[config.mk]
export PLATFORM = sky130hd
export DESIGN_NAME = ext_bus_cs_assign_pin_mux
export DESIGN_NICKNAME = d
export VERILOG_FILES = /design/src/ext_bus_pkg.sv /design/src/csa_apb_regs.sv /design/src/ext_pin_route.sv /design/src/ext_bus_cs_assign_pin_mux.sv
export SDC_FILE = /design/constraint.sdc
export NUM_CORES = 1
export LEC_CHECK = 0
export ABC_AREA = 0
export BUFFER_PORTS_ARGS = -buffer_cell sky130_fd_sc_hd__buf_2
export CAP_MARGIN = 40
export CORE_MARGIN = 1
export CORE_UTILIZATION = 37
export DETAILED_ROUTE_END_ITERATION = 10
export PLACE_DENSITY = 0.85
export SETUP_SLACK_MARGIN = 0.1
export SYNTH_ARGS = -nofsm -noshare
export SYNTH_HDL_FRONTEND = slang
export SYNTH_SLANG_ARGS = --single-unit
[constraint.sdc]
create_clock -name MCLK -period 2.1 [get_ports MCLK]
set_input_delay 0.42 -clock MCLK [delete_from_list [all_inputs] [get_ports MCLK]]
set_output_delay 0.42 -clock MCLK [all_outputs]
set_load 0.05 [all_outputs]
[src/ext_bus_pkg.sv]
/*
 Package for the external bus chip-select assignment and pin multiplexer.
 Holds the register offset, field positions, reset value and bus widths.
 Assumes an APB master and one clock domain.
*/
// Function
// - Chip select 1 bit selects static controller at 0, DRAM controller at 1.
// - Chip select 3 stays static; bit 1 turns on NAND support logic.
// - Chip select 4 stays static; bit 1 turns on card slot 1 logic.
// - Chip select 5 stays static; bit 1 turns on card slot 2 logic.
// - Pull-up bit 0 enables data pull-ups on D15..D0, 1 disables them.
// - Voltage bit 0 means 1.8V memories, 1 means 3.3V, output to I/O.
// - Assignment register resets to 0x00010000.
// - Bus offers 32-bit data, 26 address lines, eight active-low chip selects.
// - Shared pins follow the DRAM controller while it is active and owns chip select 1, else the static controller.
// - Address pins 11..2 carry DRAM bits 9..0 or static bits 11..2.
// - DRAM address-10 pin carries DRAM bit 10; pins 14..13 DRAM 12..11 or static.
// - Address pins 0 and 1 are driven only by the static controller.
// - Address pin 12 and pins 25..15 come only from the static controller.
// - Write-1 pin carries DRAM byte mask 1 or static write strobe 1.
// - Bus serves up to eight external devices in their own address spaces.
package ext_bus_pkg;

    // ----------------------------------------
    // Register map
    // ----------------------------------------
    localparam logic [11:0] CSA_OFFSET = 12'h11C;
    localparam logic [31:0] CSA_RESET = 32'h00010000;
    localparam logic [31:0] CSA_MASK = 32'h0001013A;
    localparam int CS1_BIT = 1;
    localparam int CS3_BIT = 3;
    localparam int CS4_BIT = 4;
    localparam int CS5_BIT = 5;
    localparam int PULLUP_BIT = 8;
    localparam int VSEL_BIT = 16;

    // ----------------------------------------
    // Bus widths
    // ----------------------------------------
    localparam int ADDR_W = 26;
    localparam int DATA_W = 32;
    localparam int NCS_W = 8;
    localparam int DRAM_ADDR_W = 13;
    localparam int CS1_IDX = 1;
    localparam int CS3_IDX = 3;
    localparam int CS4_IDX = 4;
    localparam int CS5_IDX = 5;
    localparam logic [31:0] ZERO32 = 32'h00000000;

endpackage : ext_bus_pkg

[src/csa_apb_regs.sv]
/*
 APB slave holding the chip-select assignment register.
 Assumes a 32-bit APB master on the same clock; answers with no wait state.
*/
module csa_apb_regs
(
    // Clock and reset
    input wire logic MCLK,
    input wire logic RSTN,
    // APB
    input wire logic psel,
    input wire logic penable,
    input wire logic pwrite,
    input wire logic [11:0] paddr,
    input wire logic [31:0] pwdata,
    output logic [31:0] prdata,
    output logic pslverr,
    // Register value
    output logic [31:0] csa
);

    typedef struct packed
    {
        logic [31:0] csa;
        logic [31:0] rdata;
        logic err;
    } regs_s;

    regs_s q, d;

    always_comb
    begin
        d = q;
        if (psel && !penable)
        begin
            d.err = (paddr != ext_bus_pkg::CSA_OFFSET);
            d.rdata = (paddr == ext_bus_pkg::CSA_OFFSET) ? q.csa : ext_bus_pkg::ZERO32;
        end
        if (psel && penable && pwrite && paddr == ext_bus_pkg::CSA_OFFSET)
        begin
            // Only implemented bits store; reserved bits stay zero.
            d.csa = pwdata & ext_bus_pkg::CSA_MASK;
            d.rdata = ext_bus_pkg::ZERO32;
        end
    end

    always_ff @(posedge MCLK)
    begin
        if (!RSTN)
        begin
            q.csa <= ext_bus_pkg::CSA_RESET;
            q.rdata <= ext_bus_pkg::ZERO32;
            q.err <= 1'b0;
        end
        else
        begin
            q <= d;
        end
    end

    assign csa = q.csa;
    assign prdata = q.rdata;
    assign pslverr = q.err;

    a_reserved_zero: assert property (@(posedge MCLK) disable iff (!RSTN)
        (q.csa & ~ext_bus_pkg::CSA_MASK) == ext_bus_pkg::ZERO32) else $error("reserved bit set");
    a_write_lands: assert property (@(posedge MCLK) disable iff (!RSTN)
        psel && penable && pwrite && paddr == ext_bus_pkg::CSA_OFFSET
        |=> q.csa == ($past(pwdata) & ext_bus_pkg::CSA_MASK)) else $error("write lost");
    c_write: cover property (@(posedge MCLK) psel && penable && pwrite);

endmodule : csa_apb_regs

[src/ext_pin_route.sv]
/*
 Combinational routing of controller address and strobe lines onto shared pins.
 Assumes the owning-controller select is stable for the whole access.
*/
module ext_pin_route
(
    // Controller select
    input wire logic dram_active,
    // Static controller
    input wire logic [25:0] smc_addr,
    input wire logic write_strobe1_n_in,
    // DRAM controller
    input wire logic [12:0] dram_addr,
    input wire logic dram_byte_mask1_n,
    // Pins
    output logic [25:0] pin_addr,
    output logic pin_a10,
    output logic pin_wr1_n
);

    always_comb
    begin
        pin_addr = smc_addr;
        pin_a10 = 1'b0;
        pin_wr1_n = write_strobe1_n_in;
        if (dram_active)
        begin
            pin_addr[11:2] = dram_addr[9:0];
            pin_addr[14:13] = dram_addr[12:11];
            pin_a10 = dram_addr[10];
            pin_wr1_n = dram_byte_mask1_n;
        end
    end

endmodule : ext_pin_route

[src/ext_bus_cs_assign_pin_mux.sv]
/*
 Top of the external bus chip-select assignment and pin multiplexer.
 Holds the configuration register behind APB and routes the static and DRAM
 controller lines to the shared pins. Assumes both controllers run on MCLK.
*/
// Decided for this implementation: the APB register port.
module ext_bus_cs_assign_pin_mux
#(
    parameter int ADDR_W = ext_bus_pkg::ADDR_W,
    parameter int NCS_W = ext_bus_pkg::NCS_W
)
(
    // Clock and reset
    input wire logic MCLK,
    input wire logic RSTN,
    // APB
    input wire logic PSEL,
    input wire logic PENABLE,
    input wire logic PWRITE,
    input wire logic [11:0] PADDR,
    input wire logic [31:0] PWDATA,
    output logic [31:0] PRDATA,
    output logic PREADY,
    output logic PSLVERR,
    // Static controller side
    input wire logic [ADDR_W-1:0] SMC_ADDR,
    input wire logic [NCS_W-1:0] SMC_CS_N,
    input wire logic SMC_WRITE_STROBE1_N,
    input wire logic SMC_ACTIVE,
    // DRAM controller side
    input wire logic [12:0] DRAM_ADDR,
    input wire logic DRAM_CS_N,
    input wire logic DRAM_BYTE_MASK1_N,
    input wire logic DRAM_ACTIVE,
    input wire logic DRAM_CLOCK_ENABLE_IN,
    // External pins
    input wire logic EXTERNAL_WAIT_N,
    output logic [ADDR_W-1:0] ADDR_PINS,
    output logic DRAM_ADDRESS10_PIN,
    output logic WRITE_STROBE1_N,
    output logic [NCS_W-1:0] CHIP_SELECT_LINES_N,
    output logic DRAM_CLOCK_ENABLE,
    output logic WAIT_TO_SMC_N,
    // Configuration outputs
    output logic CS3_NAND_LOGIC_ENABLE,
    output logic CS4_CARD_SLOT1_ENABLE,
    output logic CS5_CARD_SLOT2_ENABLE,
    output logic DATA_PULLUP_ENABLE,
    output logic MEMORY_VOLTAGE_SELECT
);

    logic [31:0] csa;
    logic [25:0] route_addr;
    logic route_a10;
    logic route_wr1_n;
    logic dram_owns;

    // ----------------------------------------
    // Register file
    // ----------------------------------------
    csa_apb_regs u_regs
    (
        .MCLK(MCLK),
        .RSTN(RSTN),
        .psel(PSEL),
        .penable(PENABLE),
        .pwrite(PWRITE),
        .paddr(PADDR),
        .pwdata(PWDATA),
        .prdata(),
        .pslverr(),
        .csa(csa)
    );

    // DRAM may drive the shared pins only while it owns chip select 1.
    assign dram_owns = DRAM_ACTIVE && csa[ext_bus_pkg::CS1_BIT];

    // ----------------------------------------
    // Pin routing
    // ----------------------------------------
    ext_pin_route u_route
    (
        .dram_active(dram_owns),
        .smc_addr(SMC_ADDR[25:0]),
        .write_strobe1_n_in(SMC_WRITE_STROBE1_N),
        .dram_addr(DRAM_ADDR),
        .dram_byte_mask1_n(DRAM_BYTE_MASK1_N),
        .pin_addr(route_addr),
        .pin_a10(route_a10),
        .pin_wr1_n(route_wr1_n)
    );

    typedef struct packed
    {
        logic [ADDR_W-1:0] addr;
        logic a10;
        logic wr1_n;
        logic [NCS_W-1:0] cs_n;
        logic cke;
        logic wait_s1;
        logic wait_s2;
        logic nand_en;
        logic card1_en;
        logic card2_en;
        logic pullup_en;
        logic vsel;
        logic [31:0] prdata;
        logic pslverr;
        logic pready;
    } top_s;

    top_s q, d;

    always_comb
    begin
        d = q;
        d.addr = route_addr;
        d.a10 = route_a10;
        d.wr1_n = route_wr1_n;
        // Chip selects: the static controller drives all eight, except line 1 when DRAM owns it.
        d.cs_n = SMC_CS_N;
        d.cs_n[ext_bus_pkg::CS1_IDX] = csa[ext_bus_pkg::CS1_BIT] ? DRAM_CS_N
                                                                 : SMC_CS_N[ext_bus_pkg::CS1_IDX];
        d.cke = DRAM_CLOCK_ENABLE_IN;
        d.wait_s1 = EXTERNAL_WAIT_N;
        d.wait_s2 = q.wait_s1;
        d.nand_en = csa[ext_bus_pkg::CS3_BIT];
        d.card1_en = csa[ext_bus_pkg::CS4_BIT];
        d.card2_en = csa[ext_bus_pkg::CS5_BIT];
        d.pullup_en = !csa[ext_bus_pkg::PULLUP_BIT];
        d.vsel = csa[ext_bus_pkg::VSEL_BIT];
        // Read data and error are captured at the setup edge so they stand with ready, not one cycle later.
        if (PSEL && !PENABLE)
        begin
            d.prdata = (PADDR == ext_bus_pkg::CSA_OFFSET) ? csa : ext_bus_pkg::ZERO32;
            d.pslverr = (PADDR != ext_bus_pkg::CSA_OFFSET);
        end
        // Ready follows the setup cycle, so every access takes exactly one wait-free access phase.
        d.pready = PSEL && !PENABLE;
    end

    always_ff @(posedge MCLK)
    begin
        if (!RSTN)
        begin
            q.addr <= '0;
            q.a10 <= 1'b0;
            q.wr1_n <= 1'b1;
            q.cs_n <= '1;
            q.cke <= 1'b0;
            q.wait_s1 <= 1'b1;
            q.wait_s2 <= 1'b1;
            q.nand_en <= 1'b0;
            q.card1_en <= 1'b0;
            q.card2_en <= 1'b0;
            q.pullup_en <= 1'b1;
            q.vsel <= 1'b1;
            q.prdata <= ext_bus_pkg::ZERO32;
            q.pslverr <= 1'b0;
            q.pready <= 1'b0;
        end
        else
        begin
            q <= d;
        end
    end

    // ----------------------------------------
    // Outputs
    // ----------------------------------------
    assign ADDR_PINS = q.addr;
    assign DRAM_ADDRESS10_PIN = q.a10;
    assign WRITE_STROBE1_N = q.wr1_n;
    assign CHIP_SELECT_LINES_N = q.cs_n;
    assign DRAM_CLOCK_ENABLE = q.cke;
    assign WAIT_TO_SMC_N = q.wait_s2;
    assign CS3_NAND_LOGIC_ENABLE = q.nand_en;
    assign CS4_CARD_SLOT1_ENABLE = q.card1_en;
    assign CS5_CARD_SLOT2_ENABLE = q.card2_en;
    assign DATA_PULLUP_ENABLE = q.pullup_en;
    assign MEMORY_VOLTAGE_SELECT = q.vsel;
    assign PRDATA = q.prdata;
    assign PSLVERR = q.pslverr;
    assign PREADY = q.pready;

    // ----------------------------------------
    // Checks
    // ----------------------------------------
    a_cs1_dram_owner: assert property (@(posedge MCLK) disable iff (!RSTN)
        csa[ext_bus_pkg::CS1_BIT] |=> CHIP_SELECT_LINES_N[ext_bus_pkg::CS1_IDX] == $past(DRAM_CS_N))
        else $error("cs1 not from dram");
    a_cs1_static_owner: assert property (@(posedge MCLK) disable iff (!RSTN)
        !csa[ext_bus_pkg::CS1_BIT] |=> CHIP_SELECT_LINES_N[ext_bus_pkg::CS1_IDX] == $past(SMC_CS_N[1]))
        else $error("cs1 not from static");
    a_cs3_static: assert property (@(posedge MCLK) disable iff (!RSTN)
        1'b1 |=> CHIP_SELECT_LINES_N[ext_bus_pkg::CS3_IDX] == $past(SMC_CS_N[3]))
        else $error("cs3 not static");
    a_nand_enable: assert property (@(posedge MCLK) disable iff (!RSTN)
        1'b1 |=> CS3_NAND_LOGIC_ENABLE == $past(csa[ext_bus_pkg::CS3_BIT])) else $error("nand enable wrong");
    a_card_slots: assert property (@(posedge MCLK) disable iff (!RSTN)
        1'b1 |=> CS4_CARD_SLOT1_ENABLE == $past(csa[ext_bus_pkg::CS4_BIT])
              && CS5_CARD_SLOT2_ENABLE == $past(csa[ext_bus_pkg::CS5_BIT])) else $error("card enable wrong");
    a_pullup_sense: assert property (@(posedge MCLK) disable iff (!RSTN)
        1'b1 |=> DATA_PULLUP_ENABLE != $past(csa[ext_bus_pkg::PULLUP_BIT])) else $error("pullup inverted");
    a_voltage_out: assert property (@(posedge MCLK) disable iff (!RSTN)
        1'b1 |=> MEMORY_VOLTAGE_SELECT == $past(csa[ext_bus_pkg::VSEL_BIT])) else $error("voltage wrong");
    a_reset_value: assert property (@(posedge MCLK)
        !RSTN |=> csa == ext_bus_pkg::CSA_RESET) else $error("reset value wrong");
    a_dram_addr_low: assert property (@(posedge MCLK) disable iff (!RSTN)
        dram_owns |=> ADDR_PINS[11:2] == $past(DRAM_ADDR[9:0]) && DRAM_ADDRESS10_PIN == $past(DRAM_ADDR[10]))
        else $error("dram address wrong");
    a_static_only: assert property (@(posedge MCLK) disable iff (!RSTN)
        1'b1 |=> ADDR_PINS[1:0] == $past(SMC_ADDR[1:0]) && ADDR_PINS[12] == $past(SMC_ADDR[12])
              && ADDR_PINS[25:15] == $past(SMC_ADDR[25:15])) else $error("static-only pin wrong");
    a_wr1_route: assert property (@(posedge MCLK) disable iff (!RSTN)
        1'b1 |=> WRITE_STROBE1_N == ($past(dram_owns) ? $past(DRAM_BYTE_MASK1_N) : $past(SMC_WRITE_STROBE1_N)))
        else $error("write strobe 1 wrong");
    a_static_addr: assert property (@(posedge MCLK) disable iff (!RSTN)
        !dram_owns |=> ADDR_PINS[14:2] == $past(SMC_ADDR[14:2])) else $error("static address wrong");
    a_apb_ready: assert property (@(posedge MCLK) disable iff (!RSTN)
        PSEL && !PENABLE |=> PREADY) else $error("no ready");

    c_dram_access: cover property (@(posedge MCLK) disable iff (!RSTN) dram_owns);
    c_nand_on: cover property (@(posedge MCLK) disable iff (!RSTN) CS3_NAND_LOGIC_ENABLE);
    c_low_voltage: cover property (@(posedge MCLK) disable iff (!RSTN) !MEMORY_VOLTAGE_SELECT);

endmodule : ext_bus_cs_assign_pin_mux

==> results of run 1 <==
## worst register-to-register path, cell delays in order, from the launching register on
cell and delay [ns]:
dfxtp_1 0.43, and2_0 0.67, nand2_1 0.11, a21boi_0 0.22
## cell usage after synthesis, types with 2 or more instances
library cell and n:
nand3_1 2, inv_1 4, nand2_1 38, nor2b_1 2, clkbuf_1 8, mux2i_1 6
dfxtp_1 58, and2_1 15, buf_4 26, a21boi_0 12, a22o_1 6, nand2b_1 11
## per-stage QoR
| step | setup slack, ns | instances |
|---|---|---|
| CTS | 0.410 | 408 |
| finish | 0.419 | 408 |
| floorplan | 0.165 | 226 |
| global placement | 0.127 | 392 |
| detailed placement | 0.0815 | 392 |
| global route | 0.383 | 408 |
## state kept, by name, indices dropped and copies added, names as in the netlist
| signal | flops |
|---|---|
| CS5_CARD_SLOT2_ENABLE | 1 |
| WRITE_STROBE1_N | 1 |
| DRAM_ADDRESS10_PIN | 1 |
| DRAM_CLOCK_ENABLE | 1 |
| PSLVERR | 1 |
| CS3_NAND_LOGIC_ENABLE | 1 |
| u_regs.csa | 6 |
| DATA_PULLUP_ENABLE | 1 |
| ADDR_PINS | 26 |
| d | 1 |
| MEMORY_VOLTAGE_SELECT | 1 |
| CS4_CARD_SLOT1_ENABLE | 1 |
| CHIP_SELECT_LINES_N | 8 |
| PREADY | 1 |
| PRDATA | 6 |
| WAIT_TO_SMC_N | 1 |
## cell usage in the layout (no fill, tap or decap), types with 2 or more instances in the layout
cell type / count
buf_4: 4
a22o_1: 6
nor2b_1: 2
inv_1: 4
clkbuf_8: 11
dfxtp_1: 58
a21boi_0: 12
and2_1: 15
nand2b_1: 11
buf_2: 126
conb_1: 26
mux2i_1: 6
nand2_1: 38
nand3_1: 2
clkbuf_1: 3
## final timing paths
check | slack, ns | cells after the start | start | to
min reg2reg | 0.42 | 1 | d[39] | WAIT_TO_SMC_N
min | 0.28 | 2 | SMC_CS_N[5] | CHIP_SELECT_LINES_N[5]
max reg2reg | 0.59 | 3 | u_regs.csa[1] | ADDR_PINS[14]
max | 0.42 | 5 | PADDR[9] | u_regs.csa[4]
## cells by family (layout without fill, tap and decap cells)
logic type	count (synthesis)	after routing	share of synthesized area, %
AOI/OAI and AO/OA	19	19	7.18
buffers and inverters	38	150	11.7
DFF	58	58	56.4
muxes	7	7	3.65
other	1	26	0.182
and+or+nand+nor	78	78	20.9
## routing by layer
metal  GRT usage [%]  up-vias
met1            16.9      798
met2            32.6       98
met3            4.67        8
li1                -      858
met4            10.6        0
met5               0        -
## cell type report
type,count,area share (%)
repair buffers,130,23.0
multi-input cells,130,26.1
inverters,4,0.523
clock buffers,14,5.66
well taps,70,3.05
clock inverters,2,1.22
flip-flops and latches,58,40.4
## report_power, final
part           total, mW  switching (mW)  internal (mW)
Sequential          1.15         0.00897           1.14
Clock               1.02           0.407          0.613
Combinational      0.411           0.308          0.103
Total               2.58           0.724           1.86
==> flow_metrics.py, run 1 <==
metrics = {
    "global_route": {
        "gr-total-overflow": 0,
        "grt_max_degree": 32,
        "grt_first_pass_wirelength_mm": 7.61,
        "antenna_found_initial": 0,
        "grt_use_total_pct": 17.4,
        "grt_pass1_vias": 1717,
    },
    "routing": {
        "vias_per_cell": 4.32,
        "drt_drc_violations_left": 0,
        "vias": 1762,
        "met3_length_microns": 406,
        "wl_per_cell_microns": 11.9,
        "drt_iter0_markers": 38,
        "drt_first_pass_iters": 4,
        "ant_nets": 0,
        "dr.max_layer_used": "met4",
        "wl_met2_mm": 2.54,
        "wirelength_mm": 4.85,
        "routedLengthMet1_mm": 1.80,
    },
    "yosys": {
        "synthArstFlopShare_pct": 0,
        "ys.flop_type": "dfxtp_1",
        "yosysWarnings": 0,
        "synth_cells": 201,
        "seq_area_frac_synth_pct": 56.4,
        "synth-seq-cells": 58,
        "yosys.area.top_type": "dfxtp_1",
        "synth_cell_types": 25,
        "synth_area_leaders": "dfxtp_1 56%, buf_4 9.5%, nand2_1 6.9%",
        "synth_edf_count": 0,
        "synth_top_area_share_pct": 56.4,
        "syn_avg_cell_area_sq_um": 10.2,
        "syn_area_sq_mm": 0.00206,
    },
    "power_and_ir_drop": {
        "total_power_mw": 2.58,
        "powerDensity_mw_per_mm2": 899,
        "ir_drop_mv": 0.515,
        "power_leakage_nw": 1.49,
    },
    "setup_path": {
        "critPathCaptureType": "register",
        "critical_path.startpoint_type": "input pin",
        "crit_family": "simple AND/OR/NAND/NOR gates",
        "crit_buf_inv": 2,
        "worst_ep_required_time_ns": 2.35,
        "cp_slowest_stage_delay_ns": 0.57,
        "worstPathCellList": "buf_2 -> or4b_4 -> nor4_4 -> buf_4 -> mux2i_1",
        "crit_type": "in2reg",
        "critPathMaxFanout": 4,
        "cp_slowest_cell": "or4b_4",
        "arrival_ns": 1.93,
    },
    "job": {
        "drv_cap": 0,
    },
    "cts": {
        "post_cts_resized": 0,
        "cts_setup_buffers": 0,
        "cts_hold_buf": 0,
        "insertion_delay_ns": 0.32,
        "cts_max_path_buffers": 2,
        "cts_buffers": 9,
        "clk_pin_slew_worst_paths_ns": 0.06,
        "h-tree-depth": 3,
        "cts-root-buf": "clkbuf_8",
        "cts_tree": "built",
        "clock_sinks": 58,
    },
    "timing": {
        "tightest_slew_ns": 0.789,
        "setup_tns_ns": 0,
        "fmax_mhz": 595,
        "fin_crit_ns": 1.68,
        "slew_violations": 0,
        "fin_hold_ws_ns": 0.275,
        "finalCritPeriodShare_pct": 80.0,
        "setup_viol": 0,
        "hold_viol": 0,
        "relSlewSlack_pct": 47.4,
        "skew_ns": 0.00494,
        "rsz0062_at_grt": "no",
    },
    "floorplanning": {
        "ioPinCount": 180,
        "dieArea_sq_mm": 0.00586,
        "die_w_microns": 76.6,
        "core_sq_mm": 0.00524,
        "row_count": 26,
        "start_util_pct": 39.3,
        "die_y_microns": 76.6,
    },
    "layout": {
        "seq_area_sq_mm": 0.00116,
        "area_delta_synth_final_pct": 39.6,
        "multi_input_area_sq_um": 749,
        "fin_nets": 436,
        "fin_util_pct": 54.8,
        "n_fill_cell": 492,
        "drive_gt1_share_pct": 43.5,
        "diodes": 0,
        "finalInstanceArea_sq_mm": 0.00287,
    },
    "min_path": {
        "hold_class": "in2reg",
    },
    "placed_design": {
        "gp_congestion": 0.720,
        "hpwl_mm": 3.66,
        "placed_cell_area_sq_mm": 0.00267,
        "portBuffers": 126,
    },
    "status": {
        "outcome": "finished clean",
    },
}
(Power assumes the default switching activity.)
==> inputs of run 2 (changes only) <==
==> constraint.sdc (replaced) <==
create_clock -name MCLK -period 1.6 [get_ports MCLK]
set_input_delay 0.32 -clock MCLK [delete_from_list [all_inputs] [get_ports MCLK]]
set_output_delay 0.32 -clock MCLK [all_outputs]
set_load 0.05 [all_outputs]
==> run 2 against run 1 <==
Compared with the run above:
- clock-buffer cell count decreased by 2
- worst hold slack worse by 0.11 ns
- combinational power rose by 32%
- setup slack got worse by 0.28 ns
- critical path depth unchanged
- sequential power up 31%
- critical endpoint is now u_regs.csa[8]
==> flow_metrics.py, run 2 (synthesized netlist as in run 1, its figures left out) <==
metrics = {
    "status": {
        "outcome": "finished clean",
    },
    "floorplanning": {
        "ioPinCount": 180,
        "row_count": 26,
        "die_w_microns": 76.6,
        "dieArea_sq_mm": 0.00586,
        "die_y_microns": 76.6,
        "core_sq_mm": 0.00524,
        "start_util_pct": 39.3,
    },
    "cts": {
        "cts-root-buf": "clkbuf_8",
        "cts_buffers": 9,
        "insertion_delay_ns": 0.33,
        "cts_hold_buf": 0,
        "h-tree-depth": 3,
        "cts_setup_buffers": 0,
        "clock_sinks": 58,
        "cts_max_path_buffers": 2,
        "clk_pin_slew_worst_paths_ns": 0.06,
        "cts_tree": "built",
    },
    "timing": {
        "relSlewSlack_pct": 63.2,
        "finalCritPeriodShare_pct": 91.1,
        "fin_crit_ns": 1.46,
        "fin_hold_ws_ns": 0.165,
        "rsz0062_at_grt": "no",
        "fmax_mhz": 686,
        "skew_ns": 0.00543,
        "setup_viol": 0,
        "tightest_slew_ns": 0.552,
        "setup_tns_ns": 0,
        "slew_violations": 0,
        "hold_viol": 0,
    },
    "setup_path": {
        "critPathMaxFanout": 5,
        "critPathCaptureType": "register",
        "arrival_ns": 1.71,
        "worst_ep_required_time_ns": 1.86,
        "crit_type": "in2reg",
        "critical_path.startpoint_type": "input pin",
    },
    "placed_design": {
        "dp_cells": 394,
        "portBuffers": 126,
        "hpwl_mm": 3.57,
        "gp_congestion": 0.753,
    },
    "layout": {
        "final_cell_mix": "126 x buf_2, 58 x dfxtp_1, 38 x nand2_1",
        "fin_util_pct": 55.8,
        "diodes": 0,
        "fin_nets": 438,
        "final_common_cell": "buf_2",
        "area_delta_synth_final_pct": 42.1,
        "stdcell_count": 410,
        "largest_reg_flops": 26,
        "drive_gt1_share_pct": 45.0,
    },
    "global_route": {
        "grt_use_total_pct": 17.3,
        "grt_max_degree": 22,
        "gr-total-overflow": 0,
        "grt_first_pass_wirelength_mm": 7.69,
        "antenna_found_initial": 0,
        "grt_pass1_vias": 1820,
    },
    "min_path": {
        "hold_class": "in2reg",
    },
    "routing": {
        "wl_per_cell_microns": 11.7,
        "vias": 1746,
        "drt_first_pass_iters": 4,
        "vias_per_cell": 4.26,
        "wirelength_mm": 4.78,
        "ant_nets": 0,
        "drt_drc_violations_left": 0,
        "drt_iter0_markers": 28,
    },
    "job": {
        "drv_cap": 0,
    },
    "power_and_ir_drop": {
        "ir_drop_mv": 0.564,
        "powerDensity_mw_per_mm2": 1180,
        "total_power_mw": 3.45,
        "power_leakage_nw": 1.52,
    },
}
run 2: changes by cell type in the layout (fill, tap and decap cells not counted), sizes merged:
cell	before	now
buf	130	132
clkbuf	14	12
clkinv	1	3
run 2: critical path: stages:
cell     delay, ns
buf_2         0.10
or4b_4        0.56
nor4_4        0.35
buf_6         0.19
mux2i_1       0.19
run 2: routing by layer:
| layer | global-route usage, % | routed length [microns] | part of all wire [%] | vias up |
|---|---|---|---|---|
| li1 | - | - | - | 860 |
| met1 | 15.6 | 1810 | 38 | 771 |
| met2 | 31.5 | 2470 | 52 | 101 |
| met3 | 5.75 | 364 | 7.6 | 14 |
| met4 | 13.5 | 134 | 2.8 | 0 |
| met5 | 0 | 0 | 0 | - |
run 2: final timing paths:
kind | start | end | slack [ns] | cells after the start
max | PADDR[5] | u_regs.csa[8] | 0.14 | 5
min | SMC_CS_N[6] | CHIP_SELECT_LINES_N[6] | 0.16 | 2
max reg2reg | u_regs.csa[1] | ADDR_PINS[14] | 0.44 | 4
min reg2reg | d[39] | WAIT_TO_SMC_N | 0.41 | 1
run 2: cell type report:
class	count	area [sq um]
sequential	58	1160
timing repair buffer	132	692
inverter	4	15.0
clock buffer	12	165
tap	70	87.6
clock inverter	4	48.8
multi-input combinational	130	753
fill	466	2310
run 2: where the power goes:
| group | switching (mW) | internal [mW] |
|---|---|---|
| combinational | 0.404 | 0.140 |
| sequential | 0.0116 | 1.50 |
| clock | 0.553 | 0.843 |
run 2: repair_timing:
action | 4_1_cts | 5_1_grt
endpoints found under the hold margin | 0 | 0
resized for setup | 0 | 2
endpoints found under the setup margin | 0 | 4
run 2: through the flow:
stage | instance area (sq um) | setup slack [ns]
finish | 2920 | 0.142
detailed placement | 2710 | -0.220
global placement | 2710 | -0.179
floorplan | 2150 | -0.234
global route | 2920 | 0.108
CTS | 2920 | 0.135
==> inputs of run 3 (changes only) <==
--- a/config.mk
+++ b/config.mk
@@ -8,6 +8,7 @@
 export ABC_AREA = 0
 export BUFFER_PORTS_ARGS = -buffer_cell sky130_fd_sc_hd__buf_2
 export CAP_MARGIN = 40
+export CORE_ASPECT_RATIO = 0.6
 export CORE_MARGIN = 1
 export CORE_UTILIZATION = 37
 export DETAILED_ROUTE_END_ITERATION = 10
==> run 3 against run 2 <==
Compared with the run above:
- sequential power about the same
- global-route usage is 1.7 points lower
- critical endpoint is now u_regs.csa[5]
- largest cell class unchanged
- the flow now finishes with violations (DRC)
- highest routed layer unchanged
- clock power about the same
==> flow_metrics.py, run 3 (synthesized netlist as in run 1, its figures left out) <==
metrics = {
    "status": {
        "outcome": "finished with violations",
        "violations": "DRC",
    },
    "timing": {
        "hold_viol": 0,
        "setup_viol": 0,
        "rsz0062_at_grt": "no",
        "fmax_mhz": 691,
        "fin_hold_ws_ns": 0.171,
        "fin_crit_ns": 1.45,
        "finalCritPeriodShare_pct": 90.4,
        "setup_tns_ns": 0,
        "skew_ns": 0.00848,
        "slew_violations": 0,
    },
    "global_route": {
        "antenna_found_initial": 0,
        "grt_first_pass_wirelength_mm": 6.83,
        "grt_use_total_pct": 15.6,
        "grt_pass1_vias": 1571,
        "grt_max_degree": 31,
        "gr-total-overflow": 0,
    },
    "routing": {
        "wl_per_cell_microns": 11.2,
        "vias": 1711,
        "drt_first_pass_iters": 7,
        "drt_iter0_markers": 39,
        "vias_per_cell": 4.20,
        "wirelength_mm": 4.57,
        "drt_drc_violations_left": 8,
        "ant_nets": 0,
    },
    "min_path": {
        "min-delay-start": "SMC_CS_N[7]",
        "hold_class": "in2reg",
        "whs_path_depth": 2,
        "whs_endpoint": "CHIP_SELECT_LINES_N[7]",
    },
    "power_and_ir_drop": {
        "p_int_mw": 2.48,
        "power_frac_comb_pct": 15.7,
        "sw_frac_of_total_pct": 27.9,
        "clock_power_share_pct": 40.4,
        "power_leakage_nw": 1.52,
        "total_power_mw": 3.44,
        "p_sw_mw": 0.959,
        "powerDensity_mw_per_mm2": 1180,
        "power.share.sequential_pct": 43.9,
        "ir_drop_mv": 0.526,
    },
    "layout": {
        "area_delta_synth_final_pct": 41.4,
        "fin_nets": 439,
        "diodes": 0,
        "final_common_cell": "buf_2",
        "drive_gt1_share_pct": 45.2,
        "fin_util_pct": 55.9,
        "n_fill_cell": 495,
        "largest_reg_flops": 26,
        "final_cell_mix": "126 x buf_2, 58 x dfxtp_1, 38 x nand2_1",
    },
    "floorplanning": {
        "ioPinCount": 180,
        "die_w_microns": 98.3,
        "core_sq_mm": 0.00520,
        "start_util_pct": 39.5,
        "row_count": 20,
        "dieArea_sq_mm": 0.00587,
        "die_y_microns": 59.8,
    },
    "setup_path": {
        "r2r_cells": 4,
        "critPathMaxFanout": 5,
        "r2r-start": "u_regs.csa[1]",
        "critical_path.startpoint_type": "input pin",
        "cp_slowest_cell": "or4b_4",
        "worstPathCellList": "buf_2 -> or4b_4 -> nor4_4 -> buf_4 -> mux2i_1",
        "ff2ff_setup_slack_ns": 0.31,
        "arrival_ns": 1.70,
        "critPathCaptureType": "register",
        "cp_slowest_stage_delay_ns": 0.55,
        "worst_ep_required_time_ns": 1.85,
        "critPathLaunch": "PADDR[5]",
        "crit_type": "in2reg",
        "worstReg2RegEnd": "ADDR_PINS[8]",
    },
    "job": {
        "drv_cap": 0,
    },
    "cts": {
        "clock_sinks": 58,
        "h-tree-depth": 3,
        "cts_tree": "built",
        "cts_buffers": 9,
        "cts_max_path_buffers": 2,
        "post_cts_resized": 0,
        "insertion_delay_ns": 0.32,
        "cts_setup_buffers": 0,
        "cts-root-buf": "clkbuf_8",
        "cts_hold_buf": 0,
        "clk_pin_slew_worst_paths_ns": 0.07,
    },
    "placed_design": {
        "portBuffers": 126,
        "hpwl_mm": 3.53,
        "gp_congestion": 0.710,
    },
}
run 3: cell types whose count changed in the layout (fill, tap and decap cells not counted):
cell,change
buf_6,-1
buf_4,+3
and2_1,-1
and2_0,+1
buf_12,-1
run 3: how the worst max path moves through the flow:
stage,end,slack [ns]
after floorplan,u_regs.csa[16],-0.23
after global placement,u_regs.csa[3],-0.17
after detailed placement,u_regs.csa[5],-0.20
after CTS,u_regs.csa[5],0.15
after global routing,u_regs.csa[5],0.10
final,u_regs.csa[5],0.15
run 3: power groups by stage:
| stage | Sequential [mW] | Clock (mW) | Combinational, mW |
|---|---|---|---|
| 5_1_grt | 1.51 | 1.49 | 0.569 |
| 6_report | 1.51 | 1.39 | 0.539 |
| 4_1_cts | 1.51 | 1.44 | 0.540 |
| 3_3_place_gp | 1.54 | 0 | 0.533 |
| 3_5_place_dp | 1.54 | 0 | 0.539 |
| 2_1_floorplan | 1.73 | 0 | 0.250 |
run 3: worst max-delay path: cells and delay by family:
family	cells	cell delay, ns
muxes	1	0.18
buffers and inverters	2	0.31
and+or+nand+nor	2	0.89
run 3: area by class of cell:
type / instances / area [sq um] / area share [%]
Tap cell: 66 / 82.6 / 2.84
Clock buffer: 12 / 165 / 5.68
Timing Repair Buffer: 133 / 683 / 23.5
Multi-Input combinational cell: 130 / 753 / 25.9
Clock inverter: 4 / 48.8 / 1.68
Inverter: 4 / 15.0 / 0.516
Sequential cell: 58 / 1160 / 39.9
run 3: metal layers:
layer	vias to the layer above	track usage, %	part of all wire [%]
li1	861	-	-
met1	771	16.8	41
met2	75	26.8	49
met3	4	6.55	8.4
met4	0	8.96	1.2
met5	-	0	0
run 3: through the flow:
step                      setup WS [ns]  cells  instance area (sq um)
after global placement           -0.174    391                   2700
after detailed placement         -0.199    391                   2700
after global routing              0.105    407                   2910
final                             0.153    407                   2910
after CTS                         0.154    407                   2910
after floorplan                  -0.234    226                   2150
